**src/verilog/faepc_pkg.sv**
```systemverilog
package faepc_pkg;

   // Command opcodes
   localparam logic [7:0] OP_RD_PROT      = 8'h2b;
   localparam logic [7:0] OP_PG_PROT      = 8'h2f;
   localparam logic [7:0] OP_RD_BANK_A    = 8'h16;
   localparam logic [7:0] OP_RD_BANK_B    = 8'hc8;
   localparam logic [7:0] OP_WR_BANK_VA   = 8'h17;
   localparam logic [7:0] OP_WR_BANK_VB   = 8'hc5;
   localparam logic [7:0] OP_WR_BANK_NV   = 8'h18;
   localparam logic [7:0] OP_ENTER_WIDE   = 8'hb7;
   localparam logic [7:0] OP_EXIT_WIDE    = 8'h29;
   localparam logic [7:0] OP_CLEAR_ERR    = 8'h82;

   // Bank and address width register
   localparam int          BANK_WIDTH_BIT = 7;
   localparam int          BANK_BITS      = 2;
   localparam logic [7:0]  BANK_RESET     = 8'h00;
   localparam logic [7:0]  BANK_WR_MASK   = 8'h83;

   // Protection configuration register
   localparam int          PROT_PST_BIT   = 1;
   localparam int          PROT_PWD_BIT   = 2;
   localparam int          PROT_PLACE_BIT = 15;
   localparam logic [15:0] PROT_RESET     = 16'hffff;

   // Array geometry
   localparam int          ARRAY_ADDR_W   = 26;
   localparam int          LOW_ADDR_W     = 24;
   localparam int          PARAM_REGION_LOG2 = 17;

   // Program time of the configuration word, typical page program
   localparam int          CLK_PERIOD_PS  = 5000;
   localparam int          PROG_TIME_NS   = 200000;
   localparam int          PROG_CYCLES    = (PROG_TIME_NS * 1000) / CLK_PERIOD_PS;

   typedef enum logic [1:0] {
      FAEPC_IDLE,
      FAEPC_PROG_PROT,
      FAEPC_PROG_BANK
   } faepc_state_t;

endpackage

```
**src/verilog/faepc_busy_timer.sv**
```systemverilog
`timescale 1ns/1ps
`default_nettype none
module faepc_busy_timer #(
   parameter int COUNT = 40000
) (
   input  wire logic sys_clk,
   input  wire logic sys_rst,
   input  wire logic start,
   output logic      busy,
   output logic      done
);
   localparam int CW = $clog2(COUNT + 1);
   localparam logic [CW-1:0] LAST = CW'(COUNT - 1);

   logic [CW-1:0] cnt_r;
   logic [CW-1:0] cnt_nxt;
   logic          busy_r;
   logic          busy_nxt;

   always_comb begin
      cnt_nxt  = cnt_r;
      busy_nxt = busy_r;
      done     = 1'b0;
      if (busy_r) begin
         if (cnt_r == LAST) begin
            busy_nxt = 1'b0;
            done     = 1'b1;
            cnt_nxt  = '0;
         end else begin
            cnt_nxt = cnt_r + 1'b1;
         end
      end else if (start) begin
         busy_nxt = 1'b1;
         cnt_nxt  = '0;
      end
   end

   always_ff @(posedge sys_clk) begin
      if (sys_rst) begin
         cnt_r  <= '0;
         busy_r <= 1'b0;
      end else begin
         cnt_r  <= cnt_nxt;
         busy_r <= busy_nxt;
      end
   end

   assign busy = busy_r;
endmodule
`default_nettype wire

```
**src/verilog/faepc_regs.sv**
```systemverilog
// Behaviour
// RL1 - Width bit zero: bank bits extend address
// RL2 - Width bit one: bank ignored, four bytes
// RL3 - Bit7 width, bits1:0 bank, rest zero
// RL4 - Width bit starts cleared
// RL5 - 2Bh reads, 2Fh programs protection word
// RL6 - Bits 2,1 lock password/persistent mode
// RL7 - Decode 11 none, 10 persistent, 01 password
// RL8 - Programming both locks zero aborts, errors
// RL9 - Locked mode bits reject programming, error
// RL10 - Programming busy like page, shown busy
// RL11 - Host programs password before password lock
// RL12 - Bit15 zero top, one bottom, default one
// RL13 - Parameter region replaces two large blocks
// RL14 - Placement bit cannot return to one
// RL15 - Placement programmable after lock unless frozen
// RL16 - Host sets placement before array use
// RL17 - Large-block variant: placement bit reserved
// RL18 - Boot protect end independent of placement
// RL19 - Ships persistent mode, all sectors unprotected
// RL20 - Reserved writes ignored, read defaults
// RL21 - Bank read/write and wide-mode opcodes
// RL22 - Bad lock programming also sets protection error
// RL23 - Error flags sticky until clear or reset
// RL24 - Freeze sticky until hardware reset
`timescale 1ns/1ps
`default_nettype none
module faepc_regs
   import faepc_pkg::*;
#(
   parameter int   PROG_CYCLES_P = faepc_pkg::PROG_CYCLES,
   parameter logic LARGE_BLOCKS  = 1'b0
) (
   input  wire logic                              sys_clk,
   input  wire logic                              sys_rst,
   input  wire logic                              sw_reset,
   input  wire logic                              cmd_valid,
   input  wire logic [7:0]                        cmd_opcode,
   input  wire logic [15:0]                       cmd_wdata,
   output logic [15:0]                            rd_data,
   output logic                                   rd_valid,
   input  wire logic                              addr_valid,
   input  wire logic [7:0]                        addr_high,
   input  wire logic [faepc_pkg::LOW_ADDR_W-1:0]  addr_low,
   output logic [faepc_pkg::ARRAY_ADDR_W-1:0]     array_addr,
   output logic                                   param_region_hit,
   input  wire logic                              freeze_set,
   input  wire logic                              erase_fail,
   output logic                                   wide_address,
   output logic                                   write_in_progress,
   output logic                                   program_error,
   output logic                                   erase_error,
   output logic                                   protection_error_flag,
   output logic                                   password_mode,
   output logic                                   mode_locked,
   output logic                                   freeze
);
   import faepc_pkg::*;

   faepc_state_t                state_r;
   faepc_state_t                state_nxt;
   logic [7:0]                  bank_r;
   logic [7:0]                  bank_nxt;
   logic [7:0]                  nvbank_r;
   logic [7:0]                  nvbank_nxt;
   logic [15:0]                 prot_r;
   logic [15:0]                 prot_nxt;
   logic [15:0]                 pend_r;
   logic [15:0]                 pend_nxt;
   logic                        perr_r;
   logic                        perr_nxt;
   logic                        eerr_r;
   logic                        eerr_nxt;
   logic                        prerr_r;
   logic                        prerr_nxt;
   logic                        freeze_r;
   logic                        freeze_nxt;
   logic [15:0]                 rd_data_r;
   logic [15:0]                 rd_data_nxt;
   logic                        rd_valid_r;
   logic                        rd_valid_nxt;
   logic [ARRAY_ADDR_W-1:0]     addr_r;
   logic [ARRAY_ADDR_W-1:0]     addr_nxt;
   logic                        hit_r;
   logic                        hit_nxt;
   logic                        start;
   logic                        busy;
   logic                        done;
   logic                        locked;
   logic                        bad_lock_req;
   logic                        is_wr;
   logic [15:0]                 prot_view;

   faepc_busy_timer #(
      .COUNT   (PROG_CYCLES_P)
   ) u_timer (
      .sys_clk (sys_clk),
      .sys_rst (sys_rst),
      .start   (start),
      .busy    (busy),
      .done    (done)
   );

   // Any zero in the lock pair means a mode has been chosen for good
   assign locked = ~&prot_r[PROT_PWD_BIT:PROT_PST_BIT];  // [RL7]
   // A program that leaves both lock bits at one touches nothing there, so only a zero is an attempt
   assign bad_lock_req = (cmd_wdata[PROT_PWD_BIT:PROT_PST_BIT] == 2'b00) ||
                         (locked && cmd_wdata[PROT_PWD_BIT:PROT_PST_BIT] != 2'b11);  // [RL8] [RL9]
   assign is_wr = (cmd_opcode == OP_PG_PROT) || (cmd_opcode == OP_WR_BANK_VA) ||
                  (cmd_opcode == OP_WR_BANK_VB) || (cmd_opcode == OP_WR_BANK_NV) ||
                  (cmd_opcode == OP_ENTER_WIDE) || (cmd_opcode == OP_EXIT_WIDE);

   // Reserved bits read as their shipped value; placement is reserved on the large-block variant
   always_comb begin
      prot_view = PROT_RESET;  // [RL20]
      prot_view[PROT_PWD_BIT:PROT_PST_BIT] = prot_r[PROT_PWD_BIT:PROT_PST_BIT];
      prot_view[PROT_PLACE_BIT] = LARGE_BLOCKS ? 1'b1 : prot_r[PROT_PLACE_BIT];  // [RL17]
   end

   always_comb begin
      state_nxt    = state_r;
      bank_nxt     = bank_r;
      nvbank_nxt   = nvbank_r;
      prot_nxt     = prot_r;
      pend_nxt     = pend_r;
      perr_nxt     = perr_r;
      eerr_nxt     = eerr_r;
      prerr_nxt    = prerr_r;
      freeze_nxt   = freeze_r;
      rd_data_nxt  = rd_data_r;
      rd_valid_nxt = 1'b0;
      addr_nxt     = addr_r;
      hit_nxt      = hit_r;
      start        = 1'b0;

      if (freeze_set) begin
         freeze_nxt = 1'b1;  // [RL24]
      end
      if (sw_reset) begin
         bank_nxt  = nvbank_r;
         perr_nxt  = 1'b0;  // [RL23]
         eerr_nxt  = 1'b0;
         prerr_nxt = 1'b0;
      end

      // Reads are served even while a program runs; writes that arrive while busy is high are dropped
      if (cmd_valid) begin
         case (cmd_opcode)
            OP_RD_PROT: begin
               rd_data_nxt  = prot_view;  // [RL5]
               rd_valid_nxt = 1'b1;
            end
            OP_RD_BANK_A, OP_RD_BANK_B: begin
               rd_data_nxt  = {8'h00, bank_r};  // [RL21]
               rd_valid_nxt = 1'b1;
            end
            OP_CLEAR_ERR: begin
               perr_nxt  = 1'b0;  // [RL23]
               eerr_nxt  = 1'b0;
               prerr_nxt = 1'b0;
            end
            default: begin
            end
         endcase
         if (!busy && is_wr) begin
            case (cmd_opcode)
               OP_PG_PROT: begin
                  if (bad_lock_req) begin
                     perr_nxt  = 1'b1;  // [RL8] [RL9]
                     prerr_nxt = 1'b1;  // [RL22]
                  end else begin
                     pend_nxt  = cmd_wdata;
                     state_nxt = FAEPC_PROG_PROT;
                     start     = 1'b1;  // [RL10]
                  end
               end
               OP_WR_BANK_VA, OP_WR_BANK_VB: begin
                  bank_nxt = cmd_wdata[7:0] & BANK_WR_MASK;  // [RL3] [RL20] [RL21]
               end
               OP_WR_BANK_NV: begin
                  pend_nxt  = {8'h00, cmd_wdata[7:0] & BANK_WR_MASK};
                  state_nxt = FAEPC_PROG_BANK;
                  start     = 1'b1;
               end
               OP_ENTER_WIDE: begin
                  bank_nxt[BANK_WIDTH_BIT] = 1'b1;  // [RL21]
               end
               OP_EXIT_WIDE: begin
                  bank_nxt[BANK_WIDTH_BIT] = 1'b0;
               end
               default: begin
               end
            endcase
         end
      end

      if (done) begin
         case (state_r)
            FAEPC_PROG_PROT: begin
               // Programming only clears bits, so an OTP one can never come back
               prot_nxt[PROT_PWD_BIT:PROT_PST_BIT] &= pend_r[PROT_PWD_BIT:PROT_PST_BIT];  // [RL6]
               if (!LARGE_BLOCKS && !freeze_r && !pend_r[PROT_PLACE_BIT]) begin
                  prot_nxt[PROT_PLACE_BIT] = 1'b0;  // [RL12] [RL14] [RL15]
               end
            end
            FAEPC_PROG_BANK: begin
               nvbank_nxt = pend_r[7:0];
               bank_nxt   = pend_r[7:0];
            end
            default: begin
            end
         endcase
         state_nxt = FAEPC_IDLE;
      end

      // A failure reported together with a clear still lands
      if (erase_fail) begin
         eerr_nxt = 1'b1;
      end

      if (addr_valid) begin
         if (bank_r[BANK_WIDTH_BIT]) begin
            addr_nxt = {addr_high[BANK_BITS-1:0], addr_low};  // [RL2]
         end else begin
            addr_nxt = {bank_r[BANK_BITS-1:0], addr_low};  // [RL1]
         end
         // Placement alone decides the end; the boot-protect end is never consulted
         if (LARGE_BLOCKS) begin
            hit_nxt = 1'b0;  // [RL17]
         end else if (prot_r[PROT_PLACE_BIT]) begin
            hit_nxt = ~|addr_nxt[ARRAY_ADDR_W-1:PARAM_REGION_LOG2];  // [RL13] [RL18]
         end else begin
            hit_nxt = &addr_nxt[ARRAY_ADDR_W-1:PARAM_REGION_LOG2];  // [RL13]
         end
      end
   end

   always_ff @(posedge sys_clk) begin
      if (sys_rst) begin
         state_r    <= FAEPC_IDLE;
         bank_r     <= BANK_RESET;  // [RL4]
         nvbank_r   <= BANK_RESET;
         prot_r     <= PROT_RESET;  // [RL19]
         pend_r     <= PROT_RESET;
         perr_r     <= 1'b0;
         eerr_r     <= 1'b0;
         prerr_r    <= 1'b0;
         freeze_r   <= 1'b0;
         rd_data_r  <= 16'h0000;
         rd_valid_r <= 1'b0;
         addr_r     <= '0;
         hit_r      <= 1'b0;
      end else begin
         state_r    <= state_nxt;
         bank_r     <= bank_nxt;
         nvbank_r   <= nvbank_nxt;
         prot_r     <= prot_nxt;
         pend_r     <= pend_nxt;
         perr_r     <= perr_nxt;
         eerr_r     <= eerr_nxt;
         prerr_r    <= prerr_nxt;
         freeze_r   <= freeze_nxt;
         rd_data_r  <= rd_data_nxt;
         rd_valid_r <= rd_valid_nxt;
         addr_r     <= addr_nxt;
         hit_r      <= hit_nxt;
      end
   end

   assign rd_data               = rd_data_r;
   assign rd_valid              = rd_valid_r;
   assign array_addr            = addr_r;
   assign param_region_hit      = hit_r;
   assign wide_address          = bank_r[BANK_WIDTH_BIT];
   assign write_in_progress     = busy;
   assign program_error         = perr_r;
   assign erase_error           = eerr_r;
   assign protection_error_flag = prerr_r;
   assign password_mode         = (prot_r[PROT_PWD_BIT:PROT_PST_BIT] == 2'b01);  // [RL7]
   assign mode_locked           = locked;
   assign freeze                = freeze_r;
endmodule
`default_nettype wire

```
**config.mk**
```make
export PLATFORM = sky130hd
export DESIGN_NAME = faepc_regs
export DESIGN_NICKNAME = d
export VERILOG_FILES = /design/src/verilog/faepc_pkg.sv /design/src/verilog/faepc_busy_timer.sv /design/src/verilog/faepc_regs.sv
export SDC_FILE = /design/constraint.sdc
export NUM_CORES = 1
export LEC_CHECK = 0
export BUFFER_PORTS_ARGS = -buffer_cell sky130_fd_sc_hd__buf_2
export CAP_MARGIN = 30
export CORE_ASPECT_RATIO = 1.5
export CORE_MARGIN = 1
export CORE_UTILIZATION = 47
export CTS_CLUSTER_DIAMETER = 120
export CTS_CLUSTER_SIZE = 24
export DETAILED_ROUTE_END_ITERATION = 10
export HOLD_SLACK_MARGIN = 0.08
export PLACE_DENSITY = 0.74
export SETUP_SLACK_MARGIN = 0.15
export SLEW_MARGIN = 20
export SYNTH_ARGS = -nofsm -noshare
export SYNTH_HDL_FRONTEND = slang
export SYNTH_SLANG_ARGS = --single-unit
export TNS_END_PERCENT = 30
```
**constraint.sdc**
```tcl
create_clock -name sys_clk -period 2.3 [get_ports sys_clk]
set_clock_uncertainty 0.15 [all_clocks]
set_input_delay 0.69 -clock sys_clk [delete_from_list [all_inputs] [get_ports sys_clk]]
set_output_delay 0.69 -clock sys_clk [all_outputs]
set_load 0.05 [all_outputs]
```
==> metrics.md, run 1 <==
| Metric | Value |
|---|---|
| Post-DRT Antenna Nets | 0 |
| Crit path DAT | approximately 2300 ps |
| TritonCTS buffer count | 9 |
| Gr ovfl total | 0 |
| Die H | 115 um |
| Num Clock Sinks | 89 |
| Peak VDD IR | 0.518 mV |
| Setup tns final | 0 ps |
| Syn. warnings | 0 |
| Layout Cells excl Fill | 704 |
| Starting density of the core | 48.2% |
| Largest net degree at the start of global routing | between 40 and 50 |
| Ys async rst share | 0% |
| Die width | roughly 78 um |
| Top_reg_cell synth | dfxtp_1 |
| Fin. Hold Viols | 0 |
| P_leak | 2.30 nW |
| I/O pins | 115 |
| Final setup vio count | 0 |
| Std-Cell Rows | 41 |
| Crit path kind | in2reg |
| Syn nets | 524 |
| Total wire length | 10.8 mm |
| Tcrit/Tclk final | 98.0% |
| Worst hold slack | about 300 ps |
| Nets | 656 |
| DIE AREA | between 0.008 and 0.009 mm2 |
| Gr usage total | roughly 24% |
| CORE AREA | 0.00836 mm2 |
| Register area share after synthesis | 44.2% |
| Via count | 3896 |
| Gpl congestion | roughly 0.92 |
| CTS tree | done |
| FMAX | ~440 MHz |
| Hold Path Class | reg2reg |
| Cell Area, Placed | 0.00490 mm2 |
| Dpl hpwl | approximately 7.7 mm |
| Synth Cell Area | 0.00403 mm2 |
| Critical Path Sink Type | flop |
| Clock latency on the worst-skew pair | about 340 ps |
| Design Power | 3.46 mW |
| Pwr dens | 617 mW/mm2 |
| WL per Instance | 15.3 um |
| Initial antenna violation count | 0 |
| Layout cells sized above 1 | 41.2% |
| Req. time, crit path | 2370 ps |
| Number of synthesized register bits | 89 |
| R2r setup slk | 90 ps |
| Fill count | 666 |
| H-tree depth | 3 |
| Synth Area in XOR/XNOR | 0% |
| MaxCap Viol Count | 0 |
| Tightest Pin Transition | 525 ps |
| Synth Area in Compound Gates | 15.7% |
| Final Critical Period | approximately 2300 ps |
| Drt initial violations | 214 |
| Post-synth cell types | 60 |
| Mux contribution to synthesized area | 11.4% |
| Max FO, Critical Path | 9 |
| Avg Cell Area, Syn | 8.76 um2 |
| DRC | 0 |
| Post-CTS Hold Buffers | 0 |
| Clock transition at path regs | 60 ps |
| Initial DRT Pass Iterations | 5 |
| Post-Synth Simple-Gate Area | 23.1% |
| Post-route design area | 0.00562 mm2 |
| Clock Tree Buf Depth | 2 |
| Post-Synthesis Cells | 460 |
| Startpoint Class | primary input |
| Max Transition Viols Final | 0 |
| Placed insts | 686 |
| N_diodes | 0 |
| First-pass GRT wire length | 17.0 mm |
| Status | finished, final reports clean |
| RSZ-0062 raised after global routing | true |
| Area share of fa/ha/maj cells after synthesis | 0.559% |
| Via/cell ratio | 5.53 |
| CTS root buf | clkbuf_16 |
| Count of buffers from port buffering | between 100 and 150 |
| EDFF count, synth | 0 |
| Area Overhead vs Synth | 39.4% |
| Main combinational cell family by area after synthesis | simple AND/OR/NAND/NOR gates |
| Vias in the first global route | 3793 |
| Slew margin rel. | around 65% |
routing by layer:
metal / global-route usage [%] / wire [um]
met1: 26.0 / 4220
met3: 4.05 / 479
met2: 44.6 / 5750
met4: 12.3 / 327
met5: 0 / 0
registers in the layout, indices dropped and copies added, names as in the netlist:
signal,cells
prot_r,3
bank_r,8
protection_error_flag,1
rd_data,10
u_timer.cnt_r,16
param_region_hit,1
nvbank_r,8
pend_r,9
rd_valid,1
state_r,2
array_addr,26
freeze,1
u_timer.busy,1
program_error,1
erase_error,1
power breakdown:
| part | internal [mW] | switching, mW | total [mW] |
|---|---|---|---|
| registers | 1.57 | 0.0161 | 1.59 |
| clock network | 0.851 | 0.630 | 1.48 |
| logic | 0.144 | 0.250 | 0.394 |
| total | 2.57 | 0.897 | 3.46 |
cells in the mapped netlist (all sizes together), types with 4 or more instances:
library cell	count	area, um2
dfxtp	89	1780
mux2i	39	390
nor4	4	40.0
nand3	17	85.1
clkbuf	18	67.6
nand2b	9	56.3
a21oi	51	259
mux2	6	67.6
nand2	47	176
or3	4	25.0
inv	6	22.5
a31oi	7	43.8
o21ai	5	25.0
or4b	4	43.8
nor2	60	228
a211oi	13	97.6
nand4	5	31.3
nor3	14	70.1
nand3b	4	30.0
buf	15	111
a41oi	4	35.0
worst max-delay path: stages:
cell and delay, ps:
buf_8 100, or3b_4 380, or4_4 460, o31a_1 300, buf_6 170, a21oi_1 120
a211oi_1 90
worst paths after layout:
check             cells past startpoint                             end                           from
setup / recovery                      7   u_timer.cnt_r[8]$_SDFFE_PP0P_                  cmd_opcode[6]
hold / removal                        2        nvbank_r[6]$_SDFFE_PP0P_       nvbank_r[6]$_SDFFE_PP0P_
setup reg to reg                      5  u_timer.cnt_r[13]$_SDFFE_PP0P_  u_timer.cnt_r[6]$_SDFFE_PP0P_
hold reg to reg                       2        nvbank_r[6]$_SDFFE_PP0P_       nvbank_r[6]$_SDFFE_PP0P_
repair_timing:
item                       in CTS  in global routing
buffers inserted                1                  1
gates resized for setup        14                 79
setup endpoints to repair      47                 51
pin swaps                       3                 33
kinds of logic after synthesis:
family                     Yosys count
adders and majority gates            2
DFF                                 89
AOI/OAI and AO/OA                  100
buffers and inverters               39
and+or+nand+nor                    185
muxes                               45
through the flow:
step / util [%] / worst slack [ps]
CTS: 62.8 / 74.5
global route: 67.2 / -21.9
detailed placement: 58.6 / -361
floorplan: - / -122
global placement: 58.6 / -342
finish: 67.2 / 46.6
cells in the final DEF, fill, tap and decap left out, types with 5 or more instances in the layout:
cell type	instances
nor3_1	11
a21oi_1	37
nand3_1	17
inv_1	6
nand2b_1	9
dfxtp_1	86
nand4_1	5
nand2_1	33
nand2_2	10
buf_6	6
a21oi_2	11
mux2i_1	39
nor2_1	56
a211oi_2	7
a31oi_1	5
a211oi_1	6
buf_4	46
clkbuf_16	9
buf_2	97
mux2_2	6
layout make-up:
class	instances	area, um2	share of cell area (%)
well taps	107	134	2.38
clock buffers	9	225	4.01
clock inverters	7	77.6	1.38
multi-input cells	332	2390	42.5
inverters	6	22.5	0.401
repair buffers	154	983	17.5
flip-flops and latches	89	1790	31.8
Power figures use the tool's default switching activity.
==> run 2, diff against run 1 <==
- CORE_UTILIZATION: 47 -> 50
- PLACE_DENSITY: 0.74 -> 0.75
- clock period: 2.3 -> 2.2 ns (I/O delays scaled with it)
==> metrics.md, run 2 (same netlist as run 1, synthesis figures left out) <==
| Metric | Value |
|---|---|
| Status | complete, but fails checks |
| Failing checks | negative setup slack |
| Crit path DAT | 2370 ps |
| Slew margin rel. | approximately 66% |
| FMAX | 444 MHz |
| Via count | 3883 |
| Crit path kind | in2reg |
| Nets | 657 |
| Final setup vio count | 13 |
| Die H | 112 um |
| Die width | 75.3 um |
| Initial DRT Pass Iterations | 5 |
| Hold Path Class | reg2reg |
| CTS root buf | clkbuf_16 |
| Final Critical Period | around 2300 ps |
| Largest net degree at the start of global routing | 49 |
| Count of buffers from port buffering | 101 |
| Fin util | 70.5% |
| Area Overhead vs Synth | 34.8% |
| Max Transition Viols Final | 0 |
| CP Launch Point | cmd_opcode[6] |
| P_leak | 2.26 nW |
| Num Clock Sinks | 89 |
| Placed insts | 678 |
| First-pass GRT wire length | 16.5 mm |
| Final WS setup | -54.5 ps |
| Layout cells sized above 1 | 36.6% |
| TritonCTS buffer count | 9 |
| Post-route design area | around 0.0054 mm2 |
| Req. time, crit path | 2320 ps |
| WL per Instance | 15.2 um |
| Via/cell ratio | 5.56 |
| Max FFs per register | 26 |
| Initial antenna violation count | 0 |
| Drt initial violations | 143 |
| N_diodes | 0 |
| Tcrit/Tclk final | 102% |
| Critical Path Sink Type | flop |
| Max FO, Critical Path | 6 |
| Tightest Pin Transition | about 500 ps |
| Layout Cells excl Fill | 698 |
| Clock Tree Buf Depth | 2 |
| Gpl congestion | 0.879 |
| CORE AREA | 0.00771 mm2 |
| Gr usage total | roughly 25% |
| Commonest non-fill, non-tap cell in the layout | buf_2 |
| Fin. Hold Viols | 0 |
| Most frequent cells in the layout | buf_2 (99), dfxtp_1 (85), nor2_1 (59), buf_4 (47), nand2_1 (46) |
| Reg-to-Reg Start | u_timer.cnt_r[6]$_SDFFE_PP0P_ |
| DRC | 0 |
| Gr ovfl total | 0 |
| CTS tree | done |
| Hold_sp | nvbank_r[4]$_SDFFE_PP0P_ |
| Clock transition at path regs | approximately 60 ps |
| Clock latency on the worst-skew pair | between 300 and 400 ps |
| H-tree depth | 3 |
| Dpl hpwl | roughly 7.4 mm |
| MaxCap Viol Count | 0 |
| Pwr dens | 630 mW/mm2 |
| Vias in the first global route | 3739 |
| Post-DRT Antenna Nets | 0 |
| Startpoint Class | primary input |
| Setup tns final | -363 ps |
| Total wire length | 10.6 mm |
| RSZ-0062 raised after global routing | true |
| Peak VDD IR | 0.593 mV |
| Starting density of the core | 52.3% |
| Post-CTS Hold Buffers | 0 |
| DIE AREA | 0.00843 mm2 |
| Std-Cell Rows | 39 |
| Cell Area, Placed | 0.00488 mm2 |
| I/O pins | about 120 |
run 2: changes by cell type in the layout (fill, tap and decap cells not counted), sizes merged:
| cell | change |
|---|---|
| inv | -2 |
| clkinv | +3 |
| bufinv | -1 |
| clkbuf | +1 |
| clkinvlp | -2 |
run 2: worst paths after layout:
check                                                end  slack, ps  cells past startpoint
worst max-delay path              pend_r[2]$_SDFFE_PP1P_        -50                      7
worst min-delay path            nvbank_r[4]$_SDFFE_PP0P_        300                      2
worst max register to register   prot_r[15]$_SDFFE_PP1P_          0                      6
worst min register to register  nvbank_r[4]$_SDFFE_PP0P_        300                      2
run 2: through the flow:
stage	setup WS, ps	power (mW)	hold slack, ps
2_1_floorplan	-192	1.94	278
5_1_grt	-91.8	3.53	319
4_1_cts	-17.0	3.42	301
3_5_place_dp	-422	2.08	295
3_3_place_gp	-408	2.07	285
6_report	-54.5	3.42	300
run 2: per-layer routing:
metal,global-route usage [%],up-vias,part of all wire [%]
li1,-,1912,-
met1,26.2,1806,38
met2,45.7,142,53
met3,6.97,23,5.9
met4,10.2,0,2.4
met5,0,-,0
run 2: worst max-delay path, cell delays in order:
cell       delay, ps
buf_8            100
or3b_4           390
or4_4            450
o21a_1           240
nor2_4           170
clkbuf_16        180
mux2i_1          180
run 2: repair_timing:
action | in CTS | in global routing
gates cloned | 0 | 2
setup endpoints to repair | 58 | 56
resized for setup | 23 | 28
pin swaps | 9 | 13
setup buffers | 1 | 3
run 2: layout make-up:
cell class                      count  area [um2]
Sequential cell                    89        1790
Fill cell                         623        2280
Clock inverter                      5        35.0
Multi-Input combinational cell    332        2240
Timing Repair Buffer              155         993
Clock buffer                        9         225
Tap cell                          102         128
Inverter                            6        22.5
run 2: power by group:
part / switching (mW) / leakage, nW / internal (mW) / total (mW)
combinational: 0.261 / 1.40 / 0.145 / 0.406
sequential: 0.0171 / 0.725 / 1.64 / 1.66
clock: 0.602 / 0.127 / 0.751 / 1.35
